--- src/atc_pkg.sv ---
package atc_pkg;

  // ------------------------------------------------------------
  // sizes and fixed positions
  // ------------------------------------------------------------
  localparam int ATC_NUM_IRQ = 16;
  localparam int ATC_NUM_DMA = 8;
  localparam int ATC_NUM_TMR = 3;
  localparam int ATC_FIFO_DEPTH = 16;
  localparam int ATC_FIFO_WIDTH = 48;
  // primary line fed by the secondary controller
  localparam int ATC_CASC_IRQ = 2;
  // primary dma channel carrying the secondary controller
  localparam int ATC_CASC_CH = 4;
  // timer counters and their jobs
  localparam int ATC_TMR_TICK = 0;
  localparam int ATC_TMR_REFRESH = 1;
  localparam int ATC_TMR_SPEAKER = 2;
  // lines reachable from pins: all but 0, 2 and 13
  localparam logic [15:0] ATC_EXT_IRQ_MASK = 16'hDFFA;
  // dma request lines that may be serviced: all but the cascade
  localparam logic [7:0] ATC_DMA_USABLE = 8'hEF;
  // legacy at i/o space is claimed below this address
  localparam logic [15:0] ATC_AT_IO_LIMIT = 16'h0100;
  // timer counting input in khz, and the core clock in mhz
  localparam int ATC_TMR_IN_KHZ = 1193;
  localparam int ATC_CLK_MHZ = 100;
  // core cycles per timer input period, rounded down
  localparam int ATC_TMR_CYCLES = (ATC_CLK_MHZ * 1000) / ATC_TMR_IN_KHZ;
  // reset values
  localparam logic [15:0] ATC_TMR_RESET = 16'h0000;
  localparam logic [31:0] ATC_ADDR_RESET = 32'h0000_0000;

  // ------------------------------------------------------------
  // types
  // ------------------------------------------------------------
  // dma sequencer, gray along idle-xfer-wait
  typedef enum logic [1:0] {
    ATC_DMA_IDLE = 2'b00,
    ATC_DMA_XFER = 2'b01,
    ATC_DMA_WAIT = 2'b11,
    ATC_DMA_CASC = 2'b10
  } atc_dma_st_t;

  // one word handed to the memory side
  typedef struct packed {
    logic [31:0] addr;
    logic [15:0] data;
  } atc_mem_word_t;

  // routing of the four shared pci interrupt lines
  typedef struct packed {
    logic [3:0] en;
    logic [3:0][3:0] irq;
  } atc_pci_route_t;

  // channel programming strobe
  typedef struct packed {
    logic valid;
    logic [2:0] ch;
    logic [31:0] addr;
    logic [15:0] count;
  } atc_dma_load_t;

  // nmi enables
  typedef struct packed {
    logic disable_all;
    logic serr_en;
    logic perr_en;
  } atc_nmi_ctl_t;

endpackage

--- src/atc_top.sv ---
`timescale 1ns/1ns
// Notes on behaviour
// - two cascaded dma controllers, seven channels
// - high page supplies upper address bits
// - stretch dma cycle while channel-ready low
// - cascade channel request grants bus master
// - three counters clocked at 1.193 MHz
// - counters give refresh, tick and tone
// - two interrupt controllers, sixteen lines
// - internal cascade, thirteen external lines
// - per line edge or level sensing
// - pci interrupts routed to chosen lines
// - nmi on system or parity error
// - positive decode of legacy i/o space
// - master memory to pci, i/o stays isa

// ------------------------------------------------------------
// fifo between the dma data capture and the memory side
// ------------------------------------------------------------
module atc_fifo #(
  parameter int WIDTH = 48,
  parameter int DEPTH = 16
) (
  input wire logic i_clk,
  input wire logic i_rst,
  input wire logic i_valid,
  output logic o_ready,
  input wire logic [WIDTH-1:0] i_data,
  output logic o_valid,
  input wire logic i_ready,
  output logic [WIDTH-1:0] o_data
);
  localparam int AW = $clog2(DEPTH);

  // whole fifo state
  typedef struct packed {
    logic [DEPTH-1:0][WIDTH-1:0] mem;
    logic [AW-1:0] wr;
    logic [AW-1:0] rd;
    logic [AW:0] count;
    logic has_data;
    logic has_room;
  } fifo_st_t;

  fifo_st_t s_reg;
  fifo_st_t s_next;
  logic push; // word accepted
  logic pop; // word drained
  logic [AW:0] cnt_n; // count after this cycle

  // ------------------------------------------------------------
  // next state
  // ------------------------------------------------------------
  always_comb
  begin
    s_next = s_reg;
    push = i_valid && s_reg.has_room;
    pop = i_ready && s_reg.has_data;
    cnt_n = s_reg.count;
    // write side
    if (push)
    begin
      s_next.mem[s_reg.wr] = i_data;
      s_next.wr = s_reg.wr + 1'b1;
    end
    // read side
    if (pop)
    begin
      s_next.rd = s_reg.rd + 1'b1;
    end
    // occupancy
    if (push && !pop)
    begin
      cnt_n = s_reg.count + 1'b1;
    end
    else if (pop && !push)
    begin
      cnt_n = s_reg.count - 1'b1;
    end
    s_next.count = cnt_n;
    // flags held in flops so the ports come from registers
    s_next.has_data = (cnt_n != '0);
    s_next.has_room = (cnt_n != (AW + 1)'(DEPTH));
  end

  // state register
  always_ff @(posedge i_clk)
  begin
    if (i_rst)
    begin
      s_reg <= '0;
      s_reg.has_room <= 1'b1;
    end
    else
    begin
      s_reg <= s_next;
    end
  end

  assign o_ready = s_reg.has_room;
  assign o_valid = s_reg.has_data;
  assign o_data = s_reg.mem[s_reg.rd];
endmodule

// ------------------------------------------------------------
// at compatibility logic: pic pair, timer, dma pair, nmi, decode
// ------------------------------------------------------------
module atc_top (
  input wire logic I_MCLK,
  input wire logic I_RST,
  // interrupt lines and controls
  input wire logic [15:0] I_IRQ,
  input wire logic [15:0] I_IRQ_LEVEL,
  input wire logic [15:0] I_IRQ_MASK,
  input wire logic [3:0] I_PCI_INT_N,
  input wire atc_pkg::atc_pci_route_t I_PCI_ROUTE,
  input wire logic I_INTA,
  output logic O_INTR,
  output logic [3:0] O_VECTOR,
  // interval timer
  input wire logic I_TMR_CLK,
  input wire logic [2:0][15:0] I_TMR_RELOAD,
  input wire logic I_SPK_GATE,
  output logic O_REFRESH_REQ,
  output logic O_SPEAKER,
  // dma
  input wire logic [7:0] I_DRQ,
  input wire logic [7:0] I_CH_CASCADE,
  input wire atc_pkg::atc_dma_load_t I_DMA_LOAD,
  input wire logic I_CHRDY,
  input wire logic [15:0] I_ISA_DATA,
  output logic [7:0] O_DACK,
  output logic O_TC,
  output logic [31:0] O_DMA_ADDR,
  output logic O_MASTER_GRANT,
  input wire logic I_MST_CYC,
  input wire logic I_MST_MEM,
  output logic O_PCI_FWD,
  output logic O_ISA_LOCAL,
  output logic O_MEM_VALID,
  input wire logic I_MEM_READY,
  output atc_pkg::atc_mem_word_t O_MEM_WORD,
  // nmi
  input wire logic I_SERR_N,
  input wire logic I_PERR_N,
  input wire atc_pkg::atc_nmi_ctl_t I_NMI_CTL,
  input wire logic I_NMI_CLEAR,
  output logic O_NMI,
  // legacy i/o decode
  input wire logic I_IO_VALID,
  input wire logic [15:0] I_IO_ADDR,
  output logic O_IO_CLAIM
);
  import atc_pkg::*;

  // whole block state
  typedef struct packed {
    logic [15:0] irq_prev;
    logic [15:0] irq_edge;
    logic intr;
    logic [3:0] vector;
    logic tclk_prev;
    logic [2:0][15:0] tcnt;
    logic [2:0] tout;
    logic refresh;
    logic spk; // gated tone, held in a flop
    atc_dma_st_t st;
    logic [2:0] ch;
    logic [7:0][31:0] addr;
    logic [7:0][15:0] cnt;
    logic [7:0] armed;
    logic [7:0] dack;
    logic tc;
    logic [31:0] dma_addr;
    logic grant;
    logic pci_fwd;
    logic isa_local;
    logic nmi;
    logic io_claim;
  } atc_state_t;

  atc_state_t s_reg;
  atc_state_t s_next;
  logic [15:0] raw; // request levels before sensing
  logic [15:0] req; // sensed and unmasked requests
  logic [7:0] prim; // primary controller inputs
  logic tick; // one timer input edge
  logic [7:0] elig; // dma requests that may be served
  logic push_valid; // data word ready for the fifo
  logic push_ready; // fifo has room
  logic nmi_set; // error seen this cycle

  // lowest set bit of eight, fixed priority
  function automatic logic [2:0] first_set8(input logic [7:0] v);
    logic [2:0] r;
    r = 3'h0;
    for (int k = 7; k >= 0; k--)
    begin
      if (v[k])
      begin
        r = 3'(k);
      end
    end
    return r;
  endfunction

  // timer counter step: count down, reload after one
  function automatic logic [15:0] tmr_step(input logic [15:0] c,
                                           input logic [15:0] ld);
    logic [15:0] r;
    r = c - 16'h0001;
    if (c <= 16'h0001)
    begin
      r = ld;
    end
    return r;
  endfunction

  // ------------------------------------------------------------
  // next state
  // ------------------------------------------------------------
  always_comb
  begin
    s_next = s_reg;
    s_next.tc = 1'b0;
    s_next.pci_fwd = 1'b0;
    s_next.isa_local = 1'b0;
    s_next.refresh = 1'b0;

    tick = I_TMR_CLK && !s_reg.tclk_prev;
    s_next.tclk_prev = I_TMR_CLK;
    // three counters, each reload toggles its output
    for (int t = 0; t < ATC_NUM_TMR; t++)
    begin
      if (tick)
      begin
        s_next.tcnt[t] = tmr_step(s_reg.tcnt[t], I_TMR_RELOAD[t]);
        if (s_reg.tcnt[t] <= 16'h0001)
        begin
          s_next.tout[t] = !s_reg.tout[t];
          // refresh request is a pulse per period
          if (t == ATC_TMR_REFRESH)
          begin
            s_next.refresh = 1'b1;
          end
        end
      end
    end

    // speaker gate applied before the flop so the pin is registered
    s_next.spk = s_next.tout[ATC_TMR_SPEAKER] && I_SPK_GATE;

    // thirteen pin lines, timer tick on line 0
    raw = I_IRQ & ATC_EXT_IRQ_MASK;
    raw[ATC_TMR_TICK] = s_reg.tout[ATC_TMR_TICK];
    // shared pci lines onto chosen inputs
    for (int p = 0; p < 4; p++)
    begin
      if (I_PCI_ROUTE.en[p] && !I_PCI_INT_N[p])
      begin
        raw[I_PCI_ROUTE.irq[p]] = 1'b1;
      end
    end
    // keep the cascade input free of outside sources
    raw[ATC_CASC_IRQ] = 1'b0;
    s_next.irq_prev = raw;
    // edge latch, acknowledge clears, new edge wins
    s_next.irq_edge = s_reg.irq_edge;
    if (I_INTA)
    begin
      s_next.irq_edge[s_reg.vector] = 1'b0;
    end
    s_next.irq_edge = s_next.irq_edge | (raw & ~s_reg.irq_prev);
    // per line choice of level or latched edge
    req = ((I_IRQ_LEVEL & raw) | (~I_IRQ_LEVEL & s_reg.irq_edge))
          & ~I_IRQ_MASK;
    prim = req[7:0];
    // secondary output drives primary line 2
    prim[ATC_CASC_IRQ] = |req[15:8];
    s_next.intr = |prim;
    s_next.vector = {1'b0, first_set8(prim)};
    if (prim[first_set8(prim)] && first_set8(prim) == 3'(ATC_CASC_IRQ))
    begin
      s_next.vector = {1'b1, first_set8(req[15:8])};
    end

    // seven usable channels over two controllers
    // channel 4 only carries the secondary
    elig = I_DRQ & (s_reg.armed | I_CH_CASCADE) & ATC_DMA_USABLE;
    push_valid = 1'b0;
    case (s_reg.st)
      ATC_DMA_IDLE:
      begin
        // pick the highest priority request
        if (|elig)
        begin
          s_next.ch = first_set8(elig);
          s_next.dack[first_set8(elig)] = 1'b1;
          if (I_CH_CASCADE[first_set8(elig)])
          begin
            // cascade request hands the bus over
            s_next.grant = 1'b1;
            s_next.st = ATC_DMA_CASC;
          end
          else
          begin
            // full 32-bit address incl high page
            s_next.dma_addr = s_reg.addr[first_set8(elig)];
            s_next.st = ATC_DMA_XFER;
          end
        end
      end
      ATC_DMA_XFER:
      begin
        // address phase, then data phase
        s_next.st = ATC_DMA_WAIT;
      end
      ATC_DMA_WAIT:
      begin
        // hold the cycle while channel-ready is low
        push_valid = I_CHRDY;
        if (I_CHRDY && push_ready)
        begin
          s_next.addr[s_reg.ch] = s_reg.addr[s_reg.ch] + 32'h0000_0001;
          s_next.cnt[s_reg.ch] = s_reg.cnt[s_reg.ch] - 16'h0001;
          s_next.dack = '0;
          s_next.st = ATC_DMA_IDLE;
          // terminal count ends the channel's block
          if (s_reg.cnt[s_reg.ch] == 16'h0000)
          begin
            s_next.tc = 1'b1;
            s_next.armed[s_reg.ch] = 1'b0;
          end
        end
      end
      ATC_DMA_CASC:
      begin
        // master memory goes to pci, i/o stays on isa
        if (I_MST_CYC)
        begin
          s_next.pci_fwd = I_MST_MEM;
          s_next.isa_local = !I_MST_MEM;
        end
        // master drops its request to give the bus back
        if (!I_DRQ[s_reg.ch])
        begin
          s_next.grant = 1'b0;
          s_next.dack = '0;
          s_next.st = ATC_DMA_IDLE;
        end
      end
      default:
      begin
        s_next.st = ATC_DMA_IDLE;
        s_next.dack = '0;
        s_next.grant = 1'b0;
      end
    endcase
    // programming a channel arms it; arming wins over completion
    if (I_DMA_LOAD.valid)
    begin
      s_next.addr[I_DMA_LOAD.ch] = I_DMA_LOAD.addr;
      s_next.cnt[I_DMA_LOAD.ch] = I_DMA_LOAD.count;
      s_next.armed[I_DMA_LOAD.ch] = 1'b1;
    end

    // sticky nmi, a new error wins over the clear
    nmi_set = !I_NMI_CTL.disable_all &&
              ((I_NMI_CTL.serr_en && !I_SERR_N) ||
               (I_NMI_CTL.perr_en && !I_PERR_N));
    s_next.nmi = (s_reg.nmi && !I_NMI_CLEAR) || nmi_set;

    // claim legacy at i/o space outright
    s_next.io_claim = I_IO_VALID && (I_IO_ADDR < ATC_AT_IO_LIMIT);
  end

  // state register
  always_ff @(posedge I_MCLK)
  begin
    if (I_RST)
    begin
      s_reg <= '0;
    end
    else
    begin
      s_reg <= s_next;
    end
  end

  // ------------------------------------------------------------
  // data buffer toward memory
  // ------------------------------------------------------------
  atc_fifo #(
    .WIDTH(ATC_FIFO_WIDTH),
    .DEPTH(ATC_FIFO_DEPTH)
  ) u_fifo (
    .i_clk(I_MCLK),
    .i_rst(I_RST),
    .i_valid(push_valid),
    .o_ready(push_ready),
    .i_data({s_reg.dma_addr, I_ISA_DATA}),
    .o_valid(O_MEM_VALID),
    .i_ready(I_MEM_READY),
    .o_data(O_MEM_WORD)
  );

  // outputs straight from state
  assign O_INTR = s_reg.intr;
  assign O_VECTOR = s_reg.vector;
  assign O_REFRESH_REQ = s_reg.refresh;
  assign O_SPEAKER = s_reg.spk;
  assign O_DACK = s_reg.dack;
  assign O_TC = s_reg.tc;
  assign O_DMA_ADDR = s_reg.dma_addr;
  assign O_MASTER_GRANT = s_reg.grant;
  assign O_PCI_FWD = s_reg.pci_fwd;
  assign O_ISA_LOCAL = s_reg.isa_local;
  assign O_NMI = s_reg.nmi;
  assign O_IO_CLAIM = s_reg.io_claim;
endmodule

--- config.mk ---
export PLATFORM = sky130hd
export DESIGN_NAME = atc_top
export DESIGN_NICKNAME = d
export VERILOG_FILES = /design/src/atc_pkg.sv /design/src/atc_top.sv
export SDC_FILE = /design/constraint.sdc
export NUM_CORES = 2
export LEC_CHECK = 0
export ABC_AREA = 1
export BUFFER_PORTS_ARGS = -buffer_cell sky130_fd_sc_hd__buf_2
export CORE_AREA = 2 2 348 350
export DETAILED_ROUTE_END_ITERATION = 8
export DIE_AREA = 0 0 350 352
export PLACE_DENSITY = 0.83
export SETUP_SLACK_MARGIN = 0.05
export SYNTH_ARGS = -nofsm -noshare
export SYNTH_HDL_FRONTEND = slang
export SYNTH_HIERARCHICAL = 1
export SYNTH_SLANG_ARGS = --single-unit
export TNS_END_PERCENT = 50
--- constraint.sdc ---
create_clock -name I_MCLK -period 5.8 [get_ports I_MCLK]
set_input_delay 0.58 -clock I_MCLK [delete_from_list [all_inputs] [get_ports I_MCLK]]
set_output_delay 0.58 -clock I_MCLK [all_outputs]
set_load 0.05 [all_outputs]
---- After elaboration in Yosys (flattened, before gate mapping) ----
Cells that the tools add are included.
Widths: inputs -> output; s select.
word-level totals
  logic and storage cells ................. 295
  output and inout port bits .............. 102
  bits in writable memories ............... 0
  latch bits .............................. 0
  memories ................................ 0
  input bits .............................. 236
  ROM bits ................................ 0
  register bits ........................... 1,316
operators by class
  equality and inequality tests ........... 9
  magnitude comparators ................... 25
  bitwise operators ....................... 27
  divide/modulo/power cells ............... 0
  mux-type cells .......................... 105
  multipliers ............................. 0
  add/sub/neg operators ................... 9
  reductions and logical operators ........ 59
  shifts and indexed selects .............. 0
operators with widths
  cell                   number
  $mux 392               2
  $bwmux 768             1
  $bwmux 256             2
  $mux 401               1
  $bwmux 128             2
  $bmux 32 s3            2
  $bmux 48 s4            1
  $demux 32 s3           2
  $demux 48 s4           1
  $mux 16                11
  $mux 32                4
  $demux 16 s3           2
  $mux 48                2
  $or 16x16->16          6
  $mux 3                 28
  $and 16x16->16         5
  $not 16->16            4
  $sub 16x1->16 const B  4
  $bmux 16 s3            1
  $le 16x1->1 const B    3
  $lt 4x5->1 const B     7
  $add 32x1->32 const B  1
  $logic_and 1x1->1      26
  $ge 4x1->1 const B     6
  other kinds (41)       110

---- Logic depth before layout (Yosys ltp) ----
  depth after elaboration ................. 27
  mapped depth ............................ 19

---- Cells and area by module ----
Netlist, hierarchy kept.
modules (own cells, without submodules)
  module    seq. area each (um2)  area each (um2)  cells each  times used
  atc_fifo  15,675.0              33,868.7         4,809       1
  atc_top   10,610.2              31,242.5         5,088       1

---- Least setup slack after synthesis ----
OpenSTA, ideal clock, no wires.
  path kind ............................... register to register
  start ................................... register s_reg[438] (netlist name)
  end ..................................... register s_reg[104] (netlist name)
  path slack .............................. 3,446 ps
  path buffers ............................ 2
  data arrival time ....................... 2,259 ps
  setup time .............................. 95 ps
  data required time ...................... 5,705 ps
  stages on the path, launching flop included .. 13
  cell sequence ........................... dfxtp_1 buf_6 inv_4 clkbuf_1 nand2_1 a21oi_1 o21ai_0 nand2_1 clkinv_1 ha_1 xor2_1 nand2_1 a221oi_1

==> metrics.yaml <==
outcome: "finished with violations"
failed_checks: "DRC"
dieHeight_um: 352
syn_avg_cell_area_um2: 6.58
ir_drop_mv: 0.327
tightest_slew_ns: 1.35
num_rows: 127
post-route-min-period_ns: 4.82
gr-usage-all-layers_pct: 37.8
drt-initial-drc-count: 11200
slew_headroom_pct: 10.1
drive_gt1_share_pct: 8.39
rsz0062_at_grt: "no"
wirelength_um: 244000
setup_viol: 0
cp-startpoint: "u_fifo/s_reg[7]"
die_w_um: 350
hold_violations: 0
clock_skew_ns: 0.0604
hold_slack_ns: 0.0678
path_max_fanout: 249
io_buffer_count: 323
place_area_um2: 66300
ys_seq_area_share_pct: 40.4
rr_worst_depth: 16
crit_required_ns: 5.22
powerDensity_nw_per_um2: 371
setup_tns_ns: 0
cp-start-kind: "flip-flop"
end_kind: "primary output"
r2r_setup_slack_ns: 1.75
core_area_um2: 119000
maxSlewViolCount: 0
synth_nets: 10100
routabilityCongestion: 0.953
synth_edf_count: 0
dr.pass1.iters: 9
start_util_pct: 54.6
routedWlPerCell_um: 21.4
dieArea_um2: 123000
grt_max_degree: 250
area_delta_synth_final_pct: 9.17
synth-seq-cells: 1313
ios: 338
fillers: 10800
synth_cell_types: 59
mostFrequentLayoutCells: "nor2_1, nand2_1, o21ai_0, dfxtp_1, a21oi_1"
crit_end: "O_MEM_WORD[28]"
criticalPathCategory: "flip-flop to primary output"
routed-via-count: 70700
drv_cap: 0
final_common_cell: "nor2_1"
cts_buffers: 140
leakage_uw: 0.0301
fin_nets: 9926
synthesis.area_um2: 65100
cts_tree: "built"
clockBufferDepth: 3
clk_pin_slew_ns: 0.06
min_period_over_period_pct: 83.1
final_area_um2: 71100
root_buffer: "clkbuf_16"
avgViaCountPerCell: 6.20
cts.sinks: 1313
overflow: 0
ctsHtreeMaxLevel: 4
postRouteAntennaNets: 0
rr_endpoint: "s_reg[162]"
hpwlAfterDp_um: 135000
ys.flop_type: "dfxtp_1"
antenna_found_initial: 37
crit_arrival_ns: 4.24
grt_pass1_vias: 65800
clkLatencyLatePin_ns: 0.80
hold_class: "input pin to flip-flop"
ys_warn_count: 6
fmax_mhz: 207
timing.rr.start: "s_reg[438]"
synthArstFlopShare_pct: 0
grt_pass1_wl_um: 369000
synthCells: 9897
largest_register_ffs: 781
drc_errors: 2
## timing repair
| item | in CTS | in global routing |
|---|---|---|
| resized for setup | 0 | 0 |
| hold endpoints to repair | 3 | 0 |
| buffers inserted | 0 | 0 |
| hold buffers | 3 | 0 |
| setup endpoints to repair | 0 | 0 |
## metal layers
metal	wire, µm	up-vias	GRT usage [%]
met1	87100	31900	45.9
met4	17300	40	26.1
met3	34600	1324	11.6
met5	236	-	0
met2	105000	5251	57.2
li1	-	32200	-
## logic make-up after synthesis
logic type | share of synthesized area [%]
flip-flops | 40.4
XOR/XNOR | 0.648
AO/OA/AOI/OAI | 24.8
AND/OR/NAND/NOR | 25.7
buffers and inverters | 8.21
adder cells (fa/ha/maj) | 0.288
## power breakdown
group          total [µW]  internal (µW)  switching (µW)
combinational        7020           1810            5210
sequential          10100           9430             650
clock                9260           5330            3920
total               26400          16600            9790
## critical path, cell delays in order, from the launching register on
cell      delay [ns]
dfxtp_4         0.38
buf_4           0.74
buf_12          0.65
o21ai_0         0.28
o221ai_1        0.26
nand3_1         0.14
nand2_1         0.24
buf_2           0.32
## per-stage QoR
| step | power (µW) | utilization [%] | instances | worst slack [ns] |
|---|---|---|---|---|
| finish | 26400 | 59.6 | 11400 | 0.980 |
| global route | 27300 | 59.6 | 11400 | 0.976 |
| CTS | 26100 | 59.5 | 11400 | 1.28 |
| detailed placement | 17000 | 55.5 | 11100 | 1.97 |
| global placement | 16800 | 55.5 | 11100 | 1.98 |
| floorplan | 15100 | - | 9897 | 3.45 |
## worst min path at each step
stage	slack (ns)	end	startpoint	cells past startpoint
floorplan	0.40	s_reg[507]	s_reg[523]	1
global placement	0.40	s_reg[507]	s_reg[523]	1
detailed placement	0.41	s_reg[507]	s_reg[523]	1
CTS	0.04	O_PCI_FWD	I_MST_CYC	3
global route	0.08	O_ISA_LOCAL	I_MST_CYC	3
finish	0.07	O_PCI_FWD	I_MST_CYC	3
## synthesized netlist by cell type, types with 14 or more instances
cell type / n / area, µm²
buf_1: 29 / 109
nand4_1: 18 / 113
a31oi_1: 14 / 87.6
xor2_1: 18 / 158
nor2_1: 2202 / 8270
nor2_4: 15 / 169
inv_2: 28 / 105
nor3_1: 22 / 110
buf_2: 176 / 881
buf_6: 14 / 158
a21oi_1: 956 / 4780
nand2_1: 1685 / 6320
o211ai_1: 116 / 871
o21ai_0: 1649 / 8250
clkbuf_1: 510 / 1910
inv_1: 403 / 1510
nand3_1: 215 / 1080
nand2_2: 23 / 144
o21ai_1: 95 / 475
buf_4: 74 / 556
nand3b_1: 16 / 120
ha_1: 15 / 188
a221oi_1: 33 / 289
nor2_2: 14 / 87.6
o221ai_1: 114 / 998
dfxtp_1: 1313 / 26300
o22ai_1: 34 / 213
## cell type report
type                    instances  area [µm²]  share of cell area (%)
clock inverters                40         628                   0.884
inverters                     438        1690                    2.37
repair buffers                449        2620                    3.69
multi-input cells            7333       33700                    47.4
diodes                         20        50.0                  0.0704
flip-flops and latches       1313       26300                    37.0
well taps                    1612        2020                    2.84
clock buffers                 210        4100                    5.76
No activity file was read; power rests on OpenSTA's default activity.
